## config.mk

```make
export PLATFORM = sky130hd
export DESIGN_NAME = hbs_sequencer
export DESIGN_NICKNAME = d
export VERILOG_FILES = /design/src/design/hbs_pkg.sv /design/src/design/hbs_sequencer.sv
export SDC_FILE = /design/constraint.sdc
export NUM_CORES = 1
export LEC_CHECK = 0
export ABC_AREA = 1
export BUFFER_PORTS_ARGS = -buffer_cell sky130_fd_sc_hd__clkbuf_2
export CAP_MARGIN = 40
export CORE_ASPECT_RATIO = 0.75
export CORE_UTILIZATION = 59
export CTS_CLUSTER_SIZE = 24
export DETAILED_ROUTE_END_ITERATION = 8
export PLACE_DENSITY = 0.86
export RECOVER_POWER = 100
export SETUP_SLACK_MARGIN = 0.1
export SLEW_MARGIN = 20
export SYNTH_ARGS = -nofsm -noshare
export SYNTH_HDL_FRONTEND = slang
export SYNTH_SLANG_ARGS = --single-unit
```

## constraint.sdc

```tcl
create_clock -name clk_i -period 2.4 [get_ports clk_i]
set_input_delay 0.12 -clock clk_i [delete_from_list [all_inputs] [get_ports clk_i]]
set_output_delay 0.12 -clock clk_i [all_outputs]
set_load 0.02 [all_outputs]
```

## src/design/hbs_pkg.sv

```systemverilog
// package: register map, field layout and timing constants of the holding brake sequencer
package hbs_pkg;
	localparam int unsigned CLK_HZ          = 25000000;
	localparam int unsigned TICK_MS         = 1;
	localparam int unsigned TICK_CYCLES     = CLK_HZ / 1000 * TICK_MS;
	localparam int unsigned RELEASE_MAX_MS  = 500;
	// register offsets are word indices: byte address = 4 * index
	localparam logic [15:0] IDX_ENGAGE_DLY  = 16'h2437;
	localparam logic [15:0] IDX_RELEASE_DLY = 16'h2438;
	localparam logic [15:0] IDX_SPEED_THR   = 16'h2439;
	localparam logic [15:0] IDX_DECEL_LIM   = 16'h2614;
	localparam logic [15:0] IDX_OUT_SEL     = 16'h2411;
	localparam logic [15:0] IDX_STATUS      = 16'h2500;
	localparam int unsigned ADDR_W          = 18;
	localparam logic [15:0] ENGAGE_DLY_RST  = 16'h0064;
	localparam logic [15:0] RELEASE_DLY_RST = 16'h0000;
	localparam logic [15:0] SPEED_THR_RST   = 16'h001E;
	localparam logic [15:0] DECEL_LIM_RST   = 16'h03E8;
	localparam logic [15:0] OUT_SEL_RST     = 16'h0000;
	localparam logic [15:0] DELAY_MAX       = 16'h0BB8;
	localparam logic [15:0] SPEED_MIN       = 16'h001E;
	localparam logic [15:0] SPEED_MAX       = 16'h0BB8;
	localparam logic [1:0]  RESP_OKAY       = 2'h0;
	localparam logic [1:0]  RESP_SLVERR     = 2'h2;
	localparam int unsigned DOUT_N          = 8;

	typedef enum logic [2:0] {
		HBS_ENGAGED   = 3'h0,
		HBS_RELEASING = 3'h1,
		HBS_RUN       = 3'h3,
		HBS_DECEL     = 3'h2,
		HBS_POWEROFF  = 3'h6
	} hbs_state_t;

	typedef struct packed {
		logic [ADDR_W-1:0] awaddr;
		logic              awvalid;
		logic [31:0]       wdata;
		logic [3:0]        wstrb;
		logic              wvalid;
		logic              bready;
		logic [ADDR_W-1:0] araddr;
		logic              arvalid;
		logic              rready;
	} hbs_axi_req_t;

	typedef struct packed {
		logic        awready;
		logic        wready;
		logic [1:0]  bresp;
		logic        bvalid;
		logic        arready;
		logic [31:0] rdata;
		logic [1:0]  rresp;
		logic        rvalid;
	} hbs_axi_rsp_t;
endpackage

```

## src/design/hbs_sequencer.sv

```systemverilog
// holding brake sequencer with AXI4-Lite register slave
//
// Decided for this implementation: register access over AXI4-Lite.
`timescale 1ns/1ps
module hbs_sequencer
	import hbs_pkg::*;
#(
	parameter int unsigned TICK_CYC = TICK_CYCLES
)(
	input  wire logic                  clk_i,        // 25 MHz clock
	input  wire logic                  reset_i,      // synchronous, active high
	input  wire logic                  clk_en_i,     // freezes all state while low
	input  wire hbs_pkg::hbs_axi_req_t axi_req_i,    // AXI4-Lite master signals
	output      hbs_pkg::hbs_axi_rsp_t axi_rsp_o,    // AXI4-Lite slave signals
	input  wire logic                  servo_enable_in_i, // servo on level
	input  wire logic [15:0]           motor_speed_i,     // |speed| in RPM
	output      logic                  motor_power_o,     // motor current enabled
	output      logic                  cmd_mask_o,        // motion commands ignored
	output      logic                  brake_release_out_o, // 1 = brake released
	output      logic [DOUT_N-1:0]     dout_o             // digital outputs
);
	import hbs_pkg::*;

	typedef struct packed {
		hbs_axi_rsp_t      rsp;
		logic              aw_got;
		logic              w_got;
		logic [ADDR_W-1:0] aw_addr;
		logic [31:0]       w_data;
		logic [3:0]        w_strb;
		logic [15:0]       engage_dly;
		logic [15:0]       release_dly;
		logic [15:0]       speed_thr;
		logic [15:0]       decel_lim;
		logic [15:0]       out_sel;
		hbs_state_t        state;
		logic [$clog2(TICK_CYC+1)-1:0] pre;
		logic [15:0]       ms;
		logic              pwr;
		logic              mask;
		logic              brk;
		logic [DOUT_N-1:0] dout;
	} hbs_regs_t;

	hbs_regs_t r;
	hbs_regs_t next_r;

	function automatic logic [15:0] clamp(input logic [15:0] v, input logic [15:0] lo,
		input logic [15:0] hi);
		clamp = (v < lo) ? lo : ((v > hi) ? hi : v);
	endfunction

	function automatic logic [15:0] merge(input logic [15:0] old, input logic [31:0] d,
		input logic [3:0] s);
		merge = {s[1] ? d[15:8] : old[15:8], s[0] ? d[7:0] : old[7:0]};
	endfunction

	logic [15:0] w_idx;
	logic [15:0] r_idx;
	logic        tick;
	logic        slow;
	assign w_idx = r.aw_addr[17:2];
	assign r_idx = axi_req_i.araddr[17:2];
	assign tick  = (r.pre == '0);
	assign slow  = (motor_speed_i < r.speed_thr);

	always_comb
	begin
		next_r = r;
		// write channel: address and data taken in either order
		if (axi_req_i.awvalid && r.rsp.awready)
		begin
			next_r.aw_got      = 1'b1;
			next_r.aw_addr     = axi_req_i.awaddr;
			next_r.rsp.awready = 1'b0;
		end
		if (axi_req_i.wvalid && r.rsp.wready)
		begin
			next_r.w_got      = 1'b1;
			next_r.w_data     = axi_req_i.wdata;
			next_r.w_strb     = axi_req_i.wstrb;
			next_r.rsp.wready = 1'b0;
		end
		if (r.aw_got && r.w_got && !r.rsp.bvalid)
		begin
			next_r.rsp.bvalid = 1'b1;
			next_r.rsp.bresp  = RESP_OKAY;
			next_r.aw_got     = 1'b0;
			next_r.w_got      = 1'b0;
			if (r.aw_addr[1:0] != 2'h0)
				next_r.rsp.bresp = RESP_SLVERR;
			else if (w_idx == IDX_ENGAGE_DLY)
				next_r.engage_dly = clamp(merge(r.engage_dly, r.w_data, r.w_strb),
					16'h0000, DELAY_MAX);
			else if (w_idx == IDX_RELEASE_DLY)
				next_r.release_dly = clamp(merge(r.release_dly, r.w_data, r.w_strb),
					16'h0000, DELAY_MAX);
			else if (w_idx == IDX_SPEED_THR)
				next_r.speed_thr = clamp(merge(r.speed_thr, r.w_data, r.w_strb),
					SPEED_MIN, SPEED_MAX);
			else if (w_idx == IDX_DECEL_LIM)
				next_r.decel_lim = merge(r.decel_lim, r.w_data, r.w_strb);
			else if (w_idx == IDX_OUT_SEL)
				next_r.out_sel = merge(r.out_sel, r.w_data, r.w_strb);
			else if (w_idx != IDX_STATUS)
				next_r.rsp.bresp = RESP_SLVERR;
		end
		if (r.rsp.bvalid && axi_req_i.bready)
		begin
			next_r.rsp.bvalid  = 1'b0;
			next_r.rsp.awready = 1'b1;
			next_r.rsp.wready  = 1'b1;
		end
		// read channel
		if (axi_req_i.arvalid && r.rsp.arready)
		begin
			next_r.rsp.arready = 1'b0;
			next_r.rsp.rvalid  = 1'b1;
			next_r.rsp.rresp   = RESP_OKAY;
			next_r.rsp.rdata   = 32'h0000_0000;
			if (axi_req_i.araddr[1:0] != 2'h0)
				next_r.rsp.rresp = RESP_SLVERR;
			else if (r_idx == IDX_ENGAGE_DLY)
				next_r.rsp.rdata[15:0] = r.engage_dly;
			else if (r_idx == IDX_RELEASE_DLY)
				next_r.rsp.rdata[15:0] = r.release_dly;
			else if (r_idx == IDX_SPEED_THR)
				next_r.rsp.rdata[15:0] = r.speed_thr;
			else if (r_idx == IDX_DECEL_LIM)
				next_r.rsp.rdata[15:0] = r.decel_lim;
			else if (r_idx == IDX_OUT_SEL)
				next_r.rsp.rdata[15:0] = r.out_sel;
			else if (r_idx == IDX_STATUS)
				next_r.rsp.rdata = {16'h0000, r.ms};
			else
				next_r.rsp.rresp = RESP_SLVERR;
		end
		if (r.rsp.rvalid && axi_req_i.rready)
		begin
			next_r.rsp.rvalid  = 1'b0;
			next_r.rsp.arready = 1'b1;
		end
		// millisecond tick and sequencer
		next_r.pre = tick ? TICK_CYC[$bits(r.pre)-1:0] - 1'b1 : r.pre - 1'b1;
		if (tick && r.ms != 16'hFFFF)
			next_r.ms = r.ms + 16'h0001;
		unique case (r.state)
			HBS_ENGAGED:
			begin
				next_r.pwr  = 1'b0;
				next_r.brk  = 1'b0;
				next_r.mask = 1'b1;
				if (servo_enable_in_i)
				begin
					// release and power-up take effect in the same cycle, far inside the limit
					next_r.state = HBS_RELEASING;
					next_r.pwr   = 1'b1;
					next_r.brk   = 1'b1;
					next_r.ms    = 16'h0000;
					next_r.pre   = TICK_CYC[$bits(r.pre)-1:0] - 1'b1;
				end
			end
			HBS_RELEASING:
			begin
				if (!servo_enable_in_i)
				begin
					next_r.state = HBS_DECEL;
					next_r.ms    = 16'h0000;
				end
				else if (r.ms >= r.release_dly)
				begin
					next_r.state = HBS_RUN;
					next_r.mask  = 1'b0;
				end
			end
			HBS_RUN:
			begin
				if (!servo_enable_in_i)
				begin
					next_r.state = HBS_DECEL;
					next_r.mask  = 1'b1;
					next_r.ms    = 16'h0000;
					next_r.pre   = TICK_CYC[$bits(r.pre)-1:0] - 1'b1;
				end
			end
			HBS_DECEL:
			begin
				next_r.mask = 1'b1;
				if (slow || r.ms >= r.decel_lim)
				begin
					next_r.state = HBS_POWEROFF;
					next_r.pwr   = 1'b0;
					next_r.ms    = 16'h0000;
					next_r.pre   = TICK_CYC[$bits(r.pre)-1:0] - 1'b1;
				end
			end
			HBS_POWEROFF:
			begin
				if (r.ms >= r.engage_dly)
				begin
					next_r.state = HBS_ENGAGED;
					next_r.brk   = 1'b0;
				end
			end
			default:
				next_r.state = HBS_ENGAGED;
		endcase
		for (int i = 0; i < DOUT_N; i++)
			next_r.dout[i] = (r.out_sel[2:0] == i[2:0]) && next_r.brk;
	end

	always_ff @(posedge clk_i)
	begin
		if (reset_i)
		begin
			r             <= '0;
			r.rsp.awready <= 1'b1;
			r.rsp.wready  <= 1'b1;
			r.rsp.arready <= 1'b1;
			r.engage_dly  <= ENGAGE_DLY_RST;
			r.release_dly <= RELEASE_DLY_RST;
			r.speed_thr   <= SPEED_THR_RST;
			r.decel_lim   <= DECEL_LIM_RST;
			r.out_sel     <= OUT_SEL_RST;
			r.state       <= HBS_ENGAGED;
			r.mask        <= 1'b1;
		end
		else if (clk_en_i)
			r <= next_r;
	end

	assign axi_rsp_o           = r.rsp;
	assign motor_power_o       = r.pwr;
	assign cmd_mask_o          = r.mask;
	assign brake_release_out_o = r.brk;
	assign dout_o              = r.dout;
endmodule

```

* Word-level counts from Yosys, hierarchy flattened
Cells that the tools add are included.
** Storage, ports and cells
- Register bits :: 204
- Word-level logic and storage cells :: 191
- Output and inout port bits :: 52
- Input bits :: 97
** Operators by class
- Mux-type cells :: 64
- Bitwise gates (word level) :: 5
- $lt $le $gt $ge :: 10
- Eq/ne operators :: 31
- Add/sub/neg operators :: 2
- Reduce and logical (&&, ||, !) cells :: 52
** Operator list (count)
- $mux W16 :: 14
- $eq A16 B14 Y1 const B :: 11
- $mux W35 :: 2
- $pmux W16 S4 :: 1
- $ge A16 B16 Y1 :: 3
- $gt A16 B12 Y1 const B :: 3
- $mux W8 :: 6
- $pmux W15 S3 :: 1
- $mux W36 :: 1
- $mux W34 :: 1
- $lt A16 B1 Y1 const B :: 2
- $mux W2 :: 16
- $mux W32 :: 1
- $reduce_and A2 Y1 :: 10
- $reduce_and A9 Y1 :: 2
- $reduce_bool A2 Y1 :: 9
- $add A16 B1 Y16 const B :: 1
- $logic_and A1 B1 Y1 :: 16
- $lt A16 B16 Y1 :: 1
- $lt A16 B5 Y1 const B :: 1
- $ne A16 B14 Y1 const B :: 1
- $ne A16 B16 Y1 const B :: 1
- $reduce_and A8 Y1 :: 2
- $eq A3 B3 Y1 const B :: 5
- other kinds (22) :: 53

* Logic depth before layout (Yosys ltp)
Gate-level depths: netlist of run 1.
- Depth in word-level cells :: 10
- Mapped depth :: 18
- Mapped depth without buffers :: 18

* Least setup slack after synthesis of run 1
No wires, ideal clock.
- Path type :: register to register
- Start :: register r[14] (netlist name)
- End :: register r[21] (netlist name)
- Arrival time :: 1782 ps
- Setup time :: 64 ps
- Setup slack :: 554 ps
- Required time :: 2336 ps
- Buffers on the path :: 1
- Stages on the path, launching flop included :: 16
- Cell sequence :: dfxtp_1 -> ha_1 -> nand2_1 -> inv_1 -> nand2_1 -> nand2_1 -> nand2_1 -> nand2_1 -> nand2_1 -> nand2_1 -> nor2_1 -> nand3_1 -> nand3_1 -> nand2_1 -> buf_2 -> nor2_1
** Between the ends
- Longest elaborated chain between the ends :: 5
- Elaborated cells between the ends (all ways) :: 11
** RTL lines
- from (decl) :: RTL line hbs_sequencer.sv:45 : hbs_regs_t r;
- from (signal assigned) :: RTL line hbs_sequencer.sv:229 : r <= next_r;
- parallel branches: the longest is 4 deep, another holds $add A16 B1 Y16
- $pmux W16 S4 (*) :: RTL line hbs_sequencer.sv:147 : unique case (r.state)
Every way passes the cells marked *. The select of a mux whose other input is x is not followed.
A chain may end at the register's enable or synchronous reset.

* Worst setup path after layout of run 1
- Start :: register r[123] (netlist name)
- End :: register r[43] (netlist name)
** Between the ends
- Longest elaborated chain between the ends :: 3
** RTL lines
- $ge A16 B16 Y1 :: RTL line hbs_sequencer.sv:199 : if (r.ms >= r.engage_dly)
- $ne A2 B2 Y1 (no line)
- $reduce_and A6 Y1 (no line)
Every way passes these cells.

==> summary.md, run 1 <==
| Metric | Value |
|---|---|
| Largest area contributor in the netlist | dfxtp_1 |
| Pleak | 0.006136 µW |
| Post-route DRC | 1 |
| Rel. slew slack | 33.44% |
| DR iter-0 viols | 1582 |
| Critical path, cell by cell | inv_1 > ha_1 > nand2_1 > nor3_2 > nand3_1 > nand4_1 > nand2_1 > nor2_2 > nand2_1 > nand2_1 > nand2_1 > nor2_1 |
| Endpoint class of the critical path | flop |
| Max Cap Viol | 0 |
| Layout cell share with drive strength beyond 1 | 11.05% |
| F_max | 447.2 MHz |
| Tightest Hold Check Type | input port to flop |
| Vias | 12300 |
| Hold Vio Cnt, Final | 0 |
| Status | finished with violations |
| Sequential area share after synthesis | 31.68% |
| GRT Util Overall | 34.86% |
| Worst Path Max Fanout | 3 |
| Top cell by count, worst path | nand2_1 |
| Row cnt | 44 |
| Initial antenna violation count | 0 |
| Core area | 19430 µm² |
| Non-Filler Instances | 2154 |
| Final Wtd Congestion | 0.9847 |
| Crit path kind | flop to flop |
| Max incr delay on CP | 0.42 ns |
| Die height | 124.2 µm |
| CP startpoint kind | flop |
| Main flop type after synthesis | dfxtp_1 |
| Crit path max-delay family | simple AND/OR/NAND/NOR gates |
| DRT Pass-1 Iters | 9 |
| Unrepaired setup endpoints after global routing | yes |
| Total Nets Final | 2051 |
| Vias in the first global route | 11010 |
| Buffers & Inverters on Critical Path | 1 |
| Final worst-path cycle share | 93.16% |
| Flops & latches, synth | 186 |
| Cell Area, Synth | 11760 µm² |
| Clock transition at path regs | 0.07 ns |
| DIE AREA | 20500 µm² |
| Area contributors post-synth | dfxtp_1, nand2_1, a21oi_1 |
| TritonCTS buffer count | 17 |
| Max clock buf depth | 2 |
| Cell Pwr Density | 542.2 nW/µm² |
| Req. time, crit path | 2.78 ns |
| Min Tclk post-route | 2.236 ns |
| Via/cell ratio | 5.708 |
| Syn avg cell area | 6.653 µm² |
| Final setup vio count | 0 |
| IO Count | 149 |
| Post-Place Cells | 2085 |
| Skew final | 0.01319 ns |
| Total Wirelength | 35570 µm |
| Number of distinct library cells after synthesis | 50 |
| Post-synth EDFFs | 0 |
| Yosys warns | 0 |
| Mapped Cells | 1767 |
| Inserted Diodes | 0 |
| H-tree levels | 4 |
| Slowest library cell on the worst path | dfxtp_1 |
| Largest net degree at the start of global routing | 68 |
| Clock net sink count | 186 |
| Final total negative setup slack | 0 ns |
| Clock latency on the worst-skew pair | 0.44 ns |
| CP arrival | 2.61 ns |
| Area grow syn2layout | 13.04% |
| GR Overflow Total | 0 |
| Width of the die | 165.0 µm |
| Hold slack | 0.02625 ns |
| First-pass GRT wire length | 55920 µm |
| CTS tree | done |
| Root Driver | clkbuf_16 |
| Post-route ant nets | 0 |
| Starting Density | 60.49% |
| Failing checks | DRC |
| Slew Viols, Final | 0 |
| Port bufs | 112 |
| Worst Tran Pin Value | 0.9984 ns |
| Max VDD drop | 437.4 µV |
| Async SR Flop Fraction | 0% |
| Top cell type's share of synthesized area | 31.68% |
| Hpwl dp | 26450 µm |
| Wirelength per Cell | 16.51 µm |
## layer usage
layer | track usage [%] | up-vias | routed length (µm)
li1 | - | 5983 | -
met1 | 50.18 | 5609 | 15480
met2 | 52.45 | 645 | 15350
met3 | 6.417 | 58 | 3932
met4 | 10.25 | 0 | 809
met5 | 0 | - | 0
## cell usage in the layout (no fill, tap or decap), types with 8 or more instances in the layout
master,n
nand2_1,348
nand4_1,23
inv_2,8
nand3_1,143
a31oi_1,11
conb_1,18
dlygate4sd3_1,35
ha_1,66
nand3b_1,10
clkbuf_16,17
dfxtp_1,181
a21oi_1,197
inv_1,243
nor3_1,47
clkbuf_2,80
clkbuf_1,38
o21ai_0,131
nor2_2,11
buf_4,35
nor2_1,144
a211oi_1,8
o211ai_1,9
## worst paths after layout
path           start    endpoint  slack [ns]  depth (start not counted)
max           r[123]       r[43]        0.16                         12
max reg2reg   r[123]       r[43]        0.16                         12
min          reset_i  cmd_mask_o        0.03                          3
min reg2reg   r[180]      r[180]        0.46                          2
## through the flow
stage	worst slack [ns]	total power [µW]	utilization, %	instance area [µm²]
detailed placement	0.06889	4434	63.81	12400
floorplan	0.5543	4139	-	11820
CTS	0.1339	7175	68.53	13320
global placement	0.1144	4387	63.63	12370
global route	0.03634	7501	68.38	13290
finish	0.1641	7204	68.38	13290
## registers in the layout (all words and copies together), names as in the netlist
signal,flops
motor_power_o,1
r,152
cmd_mask_o,1
dout_o,8
axi_rsp_o,23
brake_release_out_o,1
## logic make-up (layout without fill, tap and decap cells)
logic type	Yosys count	in the layout	share of synthesized area [%]
buffers and inverters	360	477	13.72
AO/OA/AOI/OAI	377	377	16.93
adder cells (fa/ha/maj)	66	66	7.025
XOR/XNOR	10	10	0.7450
flip-flops	186	186	31.68
other	1	18	0.03190
multiplexers	1	1	0.08516
AND/OR/NAND/NOR	766	766	29.78
## worst register-to-register path, delay by kind of cell (launching register included)
| kind | cells | cell delay [ns] |
|---|---|---|
| buffers and inverters | 1 | 0.10 |
| AND/OR/NAND/NOR | 10 | 1.36 |
| adder cells (fa/ha/maj) | 1 | 0.28 |
| flip-flops | 1 | 0.42 |
## area by class of cell
cell class / count / area [µm²]
tap: 253 / 316.6
multi-input combinational: 1238 / 6502
clock buffer: 17 / 425.4
clock inverter: 15 / 135.1
inverter: 253 / 949.7
timing repair buffer: 192 / 1229
fill: 1685 / 6146
sequential: 186 / 3730
## where the power goes
part | leakage [µW] | switching (µW) | total, µW | internal, µW
registers | 0.00151 | 106 | 3290 | 3180
clock network | 0.000278 | 1360 | 2730 | 1370
logic | 0.00435 | 777 | 1180 | 408
total | 0.00614 | 2250 | 7200 | 4960
## timing repair
item / 4_1_cts / 5_1_grt
setup buffers: 0 / 2
gates resized for setup: 2 / 19
hold buffers: 35 / 0
pin swaps: 0 / 3
endpoints found under the hold margin: 36 / 0
endpoints found under the setup margin: 12 / 47
## synthesized netlist by cell type, types with 5 or more instances
cell and number:
nand3_2 5, buf_6 7, nor2_2 12, nor3_4 5, nand4_1 23, a211oi_1 8
dfxtp_1 186, nand3b_1 10, inv_2 8, inv_1 243, o211ai_1 9, a21oi_1 196
buf_4 53, o21bai_1 5, buf_2 7, nand3_1 143, o21a_1 5, nor3_1 47
nand2_2 6, nor2_1 145, nand2_1 348, o21ai_0 130, a31oi_1 11, xor2_1 6
ha_1 66, clkbuf_1 38, o21ai_1 6
(Power assumes the default switching activity.)
==> run 2, diff against run 1 <==
--- a/config.mk
+++ b/config.mk
@@ -8,7 +8,7 @@
 export ABC_AREA = 1
 export BUFFER_PORTS_ARGS = -buffer_cell sky130_fd_sc_hd__clkbuf_2
 export CAP_MARGIN = 40
-export CORE_ASPECT_RATIO = 0.75
+export CORE_ASPECT_RATIO = 2
 export CORE_UTILIZATION = 59
 export CTS_CLUSTER_SIZE = 24
 export DETAILED_ROUTE_END_ITERATION = 8
==> run 2 against run 1 <==
Net effect: the run now ends clean; die area up 0.14%; setup slack got worse by 0.039 ns; combinational power rose by 3%; global-route usage grew 4.0 points; routed wire length increased by 9.3%; utilization up 0.51 points; critical endpoint is now r[119]; largest power group unchanged; highest routed layer unchanged.
==> summary.md, run 2 (synthesis results as in run 1) <==
| Metric | Value |
|---|---|
| DIE AREA | 20530 µm² (+0.14%) |
| Hpwl dp | 28510 µm (+7.8%) |
| First-pass GRT wire length | 60400 µm (+8.0%) |
| Layout cell share with drive strength beyond 1 | 11.02% (-0.023 points) |
| Clock net sink count | 186 (unchanged) |
| Final setup vio count | 0 (unchanged) |
| DR iter-0 viols | 795 (-50%) |
| Unrepaired setup endpoints after global routing | yes |
| Pleak | 0.006174 µW (+0.62%) |
| Starting Density | 60.41% (-0.078 points) |
| Final total negative setup slack | 0 ns (unchanged) |
| Max Cap Viol | 0 (unchanged) |
| Inserted Diodes | 0 (unchanged) |
| Skew final | 0.01148 ns (-0.001709 ns) |
| Status | finished, final reports clean |
| Reg with most FFs | r |
| Worst Tran Pin Value | 1.088 ns (+0.09000 ns) |
| Die height | 201.6 µm (+62%) |
| Initial antenna violation count | 0 (unchanged) |
| Endpoint class of the critical path | flop |
| TritonCTS buffer count | 17 (unchanged) |
| CTS tree | done |
| Final Util | 68.88% (+0.51 points) |
| Max VDD drop | 557.4 µV (+27%) |
| CP startpoint kind | flop |
| Vias | 12480 (+1.5%) |
| Busiest grt layer | met2 |
| Wirelength per Cell | 17.89 µm (+8.3%) |
| Tightest Hold Check Type | input port to flop |
| Total Nets Final | 2064 (+0.63%) |
| Via/cell ratio | 5.741 (+0.58%) |
| Most frequent cells in the layout | nand2_1, inv_1, a21oi_1 |
| GRT met2 Usage | 66.84% (+14 points) |
| Max clock buf depth | 2 (unchanged) |
| Final worst-path cycle share | 94.79% (+1.6 points) |
| Total Wirelength | 38870 µm (+9.3%) |
| Core area | 19460 µm² (+0.13%) |
| Post-route DRC | 0 (-1) |
| Root Driver | clkbuf_16 |
| Slew Viols, Final | 0 (unchanged) |
| Global-route met3 utilization | 9.587% (+3.2 points) |
| F_max | 439.6 MHz (-1.7%) |
| Rel. slew slack | 26.84% (-6.6 points) |
| Vias in the first global route | 12280 (+11%) |
| H-tree levels | 4 (unchanged) |
| IO Count | 149 (unchanged) |
| Row cnt | 72 (+64%) |
| Area grow syn2layout | 14.03% |
| DRT Pass-1 Iters | 5 (-4) |
| Req. time, crit path | 2.79 ns (about the same) |
| Final Wtd Congestion | 1.069 (+8.6%) |
| Max reg flops | 152 (unchanged) |
| GRT Util Overall | 38.86% (+4.0 points) |
| Number of fill cells in the layout | 1687 (+0.12%) |
| Hold Vio Cnt, Final | 0 (unchanged) |
| Port bufs | 112 (unchanged) |
| Clock latency on the worst-skew pair | 0.46 ns (+0.02 ns) |
| GR Overflow Total | 0 (unchanged) |
| Post-route ant nets | 0 (unchanged) |
| Met1 Use GR | 34.95% (-15 points) |
| Worst Path Max Fanout | 8 (+5) |
| Largest net degree at the start of global routing | 69 (+1.5%) |
| Non-Filler Instances | 2173 (+0.88%) |
| Width of the die | 101.8 µm (-38%) |
| Clock transition at path regs | 0.08 ns (about the same) |
| Cell Pwr Density | 549.4 nW/µm² (+1.3%) |
| CP arrival | 2.67 ns (+0.06 ns) |
| Min Tclk post-route | 2.275 ns (+0.03911 ns) |
| Commonest non-fill, non-tap cell in the layout | nand2_1 |
| Post-Place Cells | 2097 (+0.58%) |
| Crit path kind | flop to flop |
run 2: final timing paths:
path	from	to	slack [ns]	depth (start not counted)
max	axi_rsp_o[36]	r[119]	0.12	7
min	axi_req_i[20]	axi_rsp_o[40]	0.07	5
max reg2reg	axi_rsp_o[36]	r[119]	0.12	7
min reg2reg	r[50]	r[50]	0.47	2
run 2: final cells by class:
class | instances | area, µm² | share of cell area, %
clock inverters | 15 | 156.4 | 1.167
flip-flops and latches | 186 | 3730 | 27.83
clock buffers | 17 | 425.4 | 3.174
multi-input cells | 1238 | 6466 | 48.24
repair buffers | 205 | 1353 | 10.09
well taps | 259 | 324.1 | 2.418
inverters | 253 | 949.7 | 7.085
run 2: per-stage QoR:
stage	setup slack (ns)	hold slack, ns	power (µW)	area (µm²)
after CTS	0.1290	0.004885	7296	13450
after global routing	-0.03059	0.08564	7608	13400
after detailed placement	0.2522	0.3835	4476	12450
after floorplan	0.5543	0.2844	4139	11820
final	0.1249	0.06591	7365	13400
after global placement	0.1702	0.3766	4433	12430
run 2: metal layers:
metal  wire, µm  up-vias  part of all wire (%)
li1           -     6005                     -
met1      12690     5632                    33
met2      19080      622                    49
met3       2640      216                   6.8
met4       4457        0                    11
met5          0        -                     0
run 2: where the power goes:
part | switching [µW] | internal [µW] | leakage [µW]
Clock | 1450 | 1390 | 0.000276
Sequential | 119 | 3180 | 0.00151
Combinational | 779 | 445 | 0.00439
Total | 2350 | 5020 | 0.00617
run 2: what timing repair did:
| action | CTS | global route |
|---|---|---|
| endpoints found under the setup margin | 0 | 41 |
| hold buffers | 41 | 0 |
| gates resized for setup | 0 | 13 |
| hold endpoints to repair | 41 | 0 |
| setup buffers | 0 | 2 |
run 2: critical path: stages, from the launching register on:
cell and delay, ns:
dfxtp_1 0.35, nor3_2 0.24, nand2_1 0.11, inv_1 0.13, nand2_1 0.14, nor4_2 0.91
o21ai_0 0.18, a21oi_1 0.15
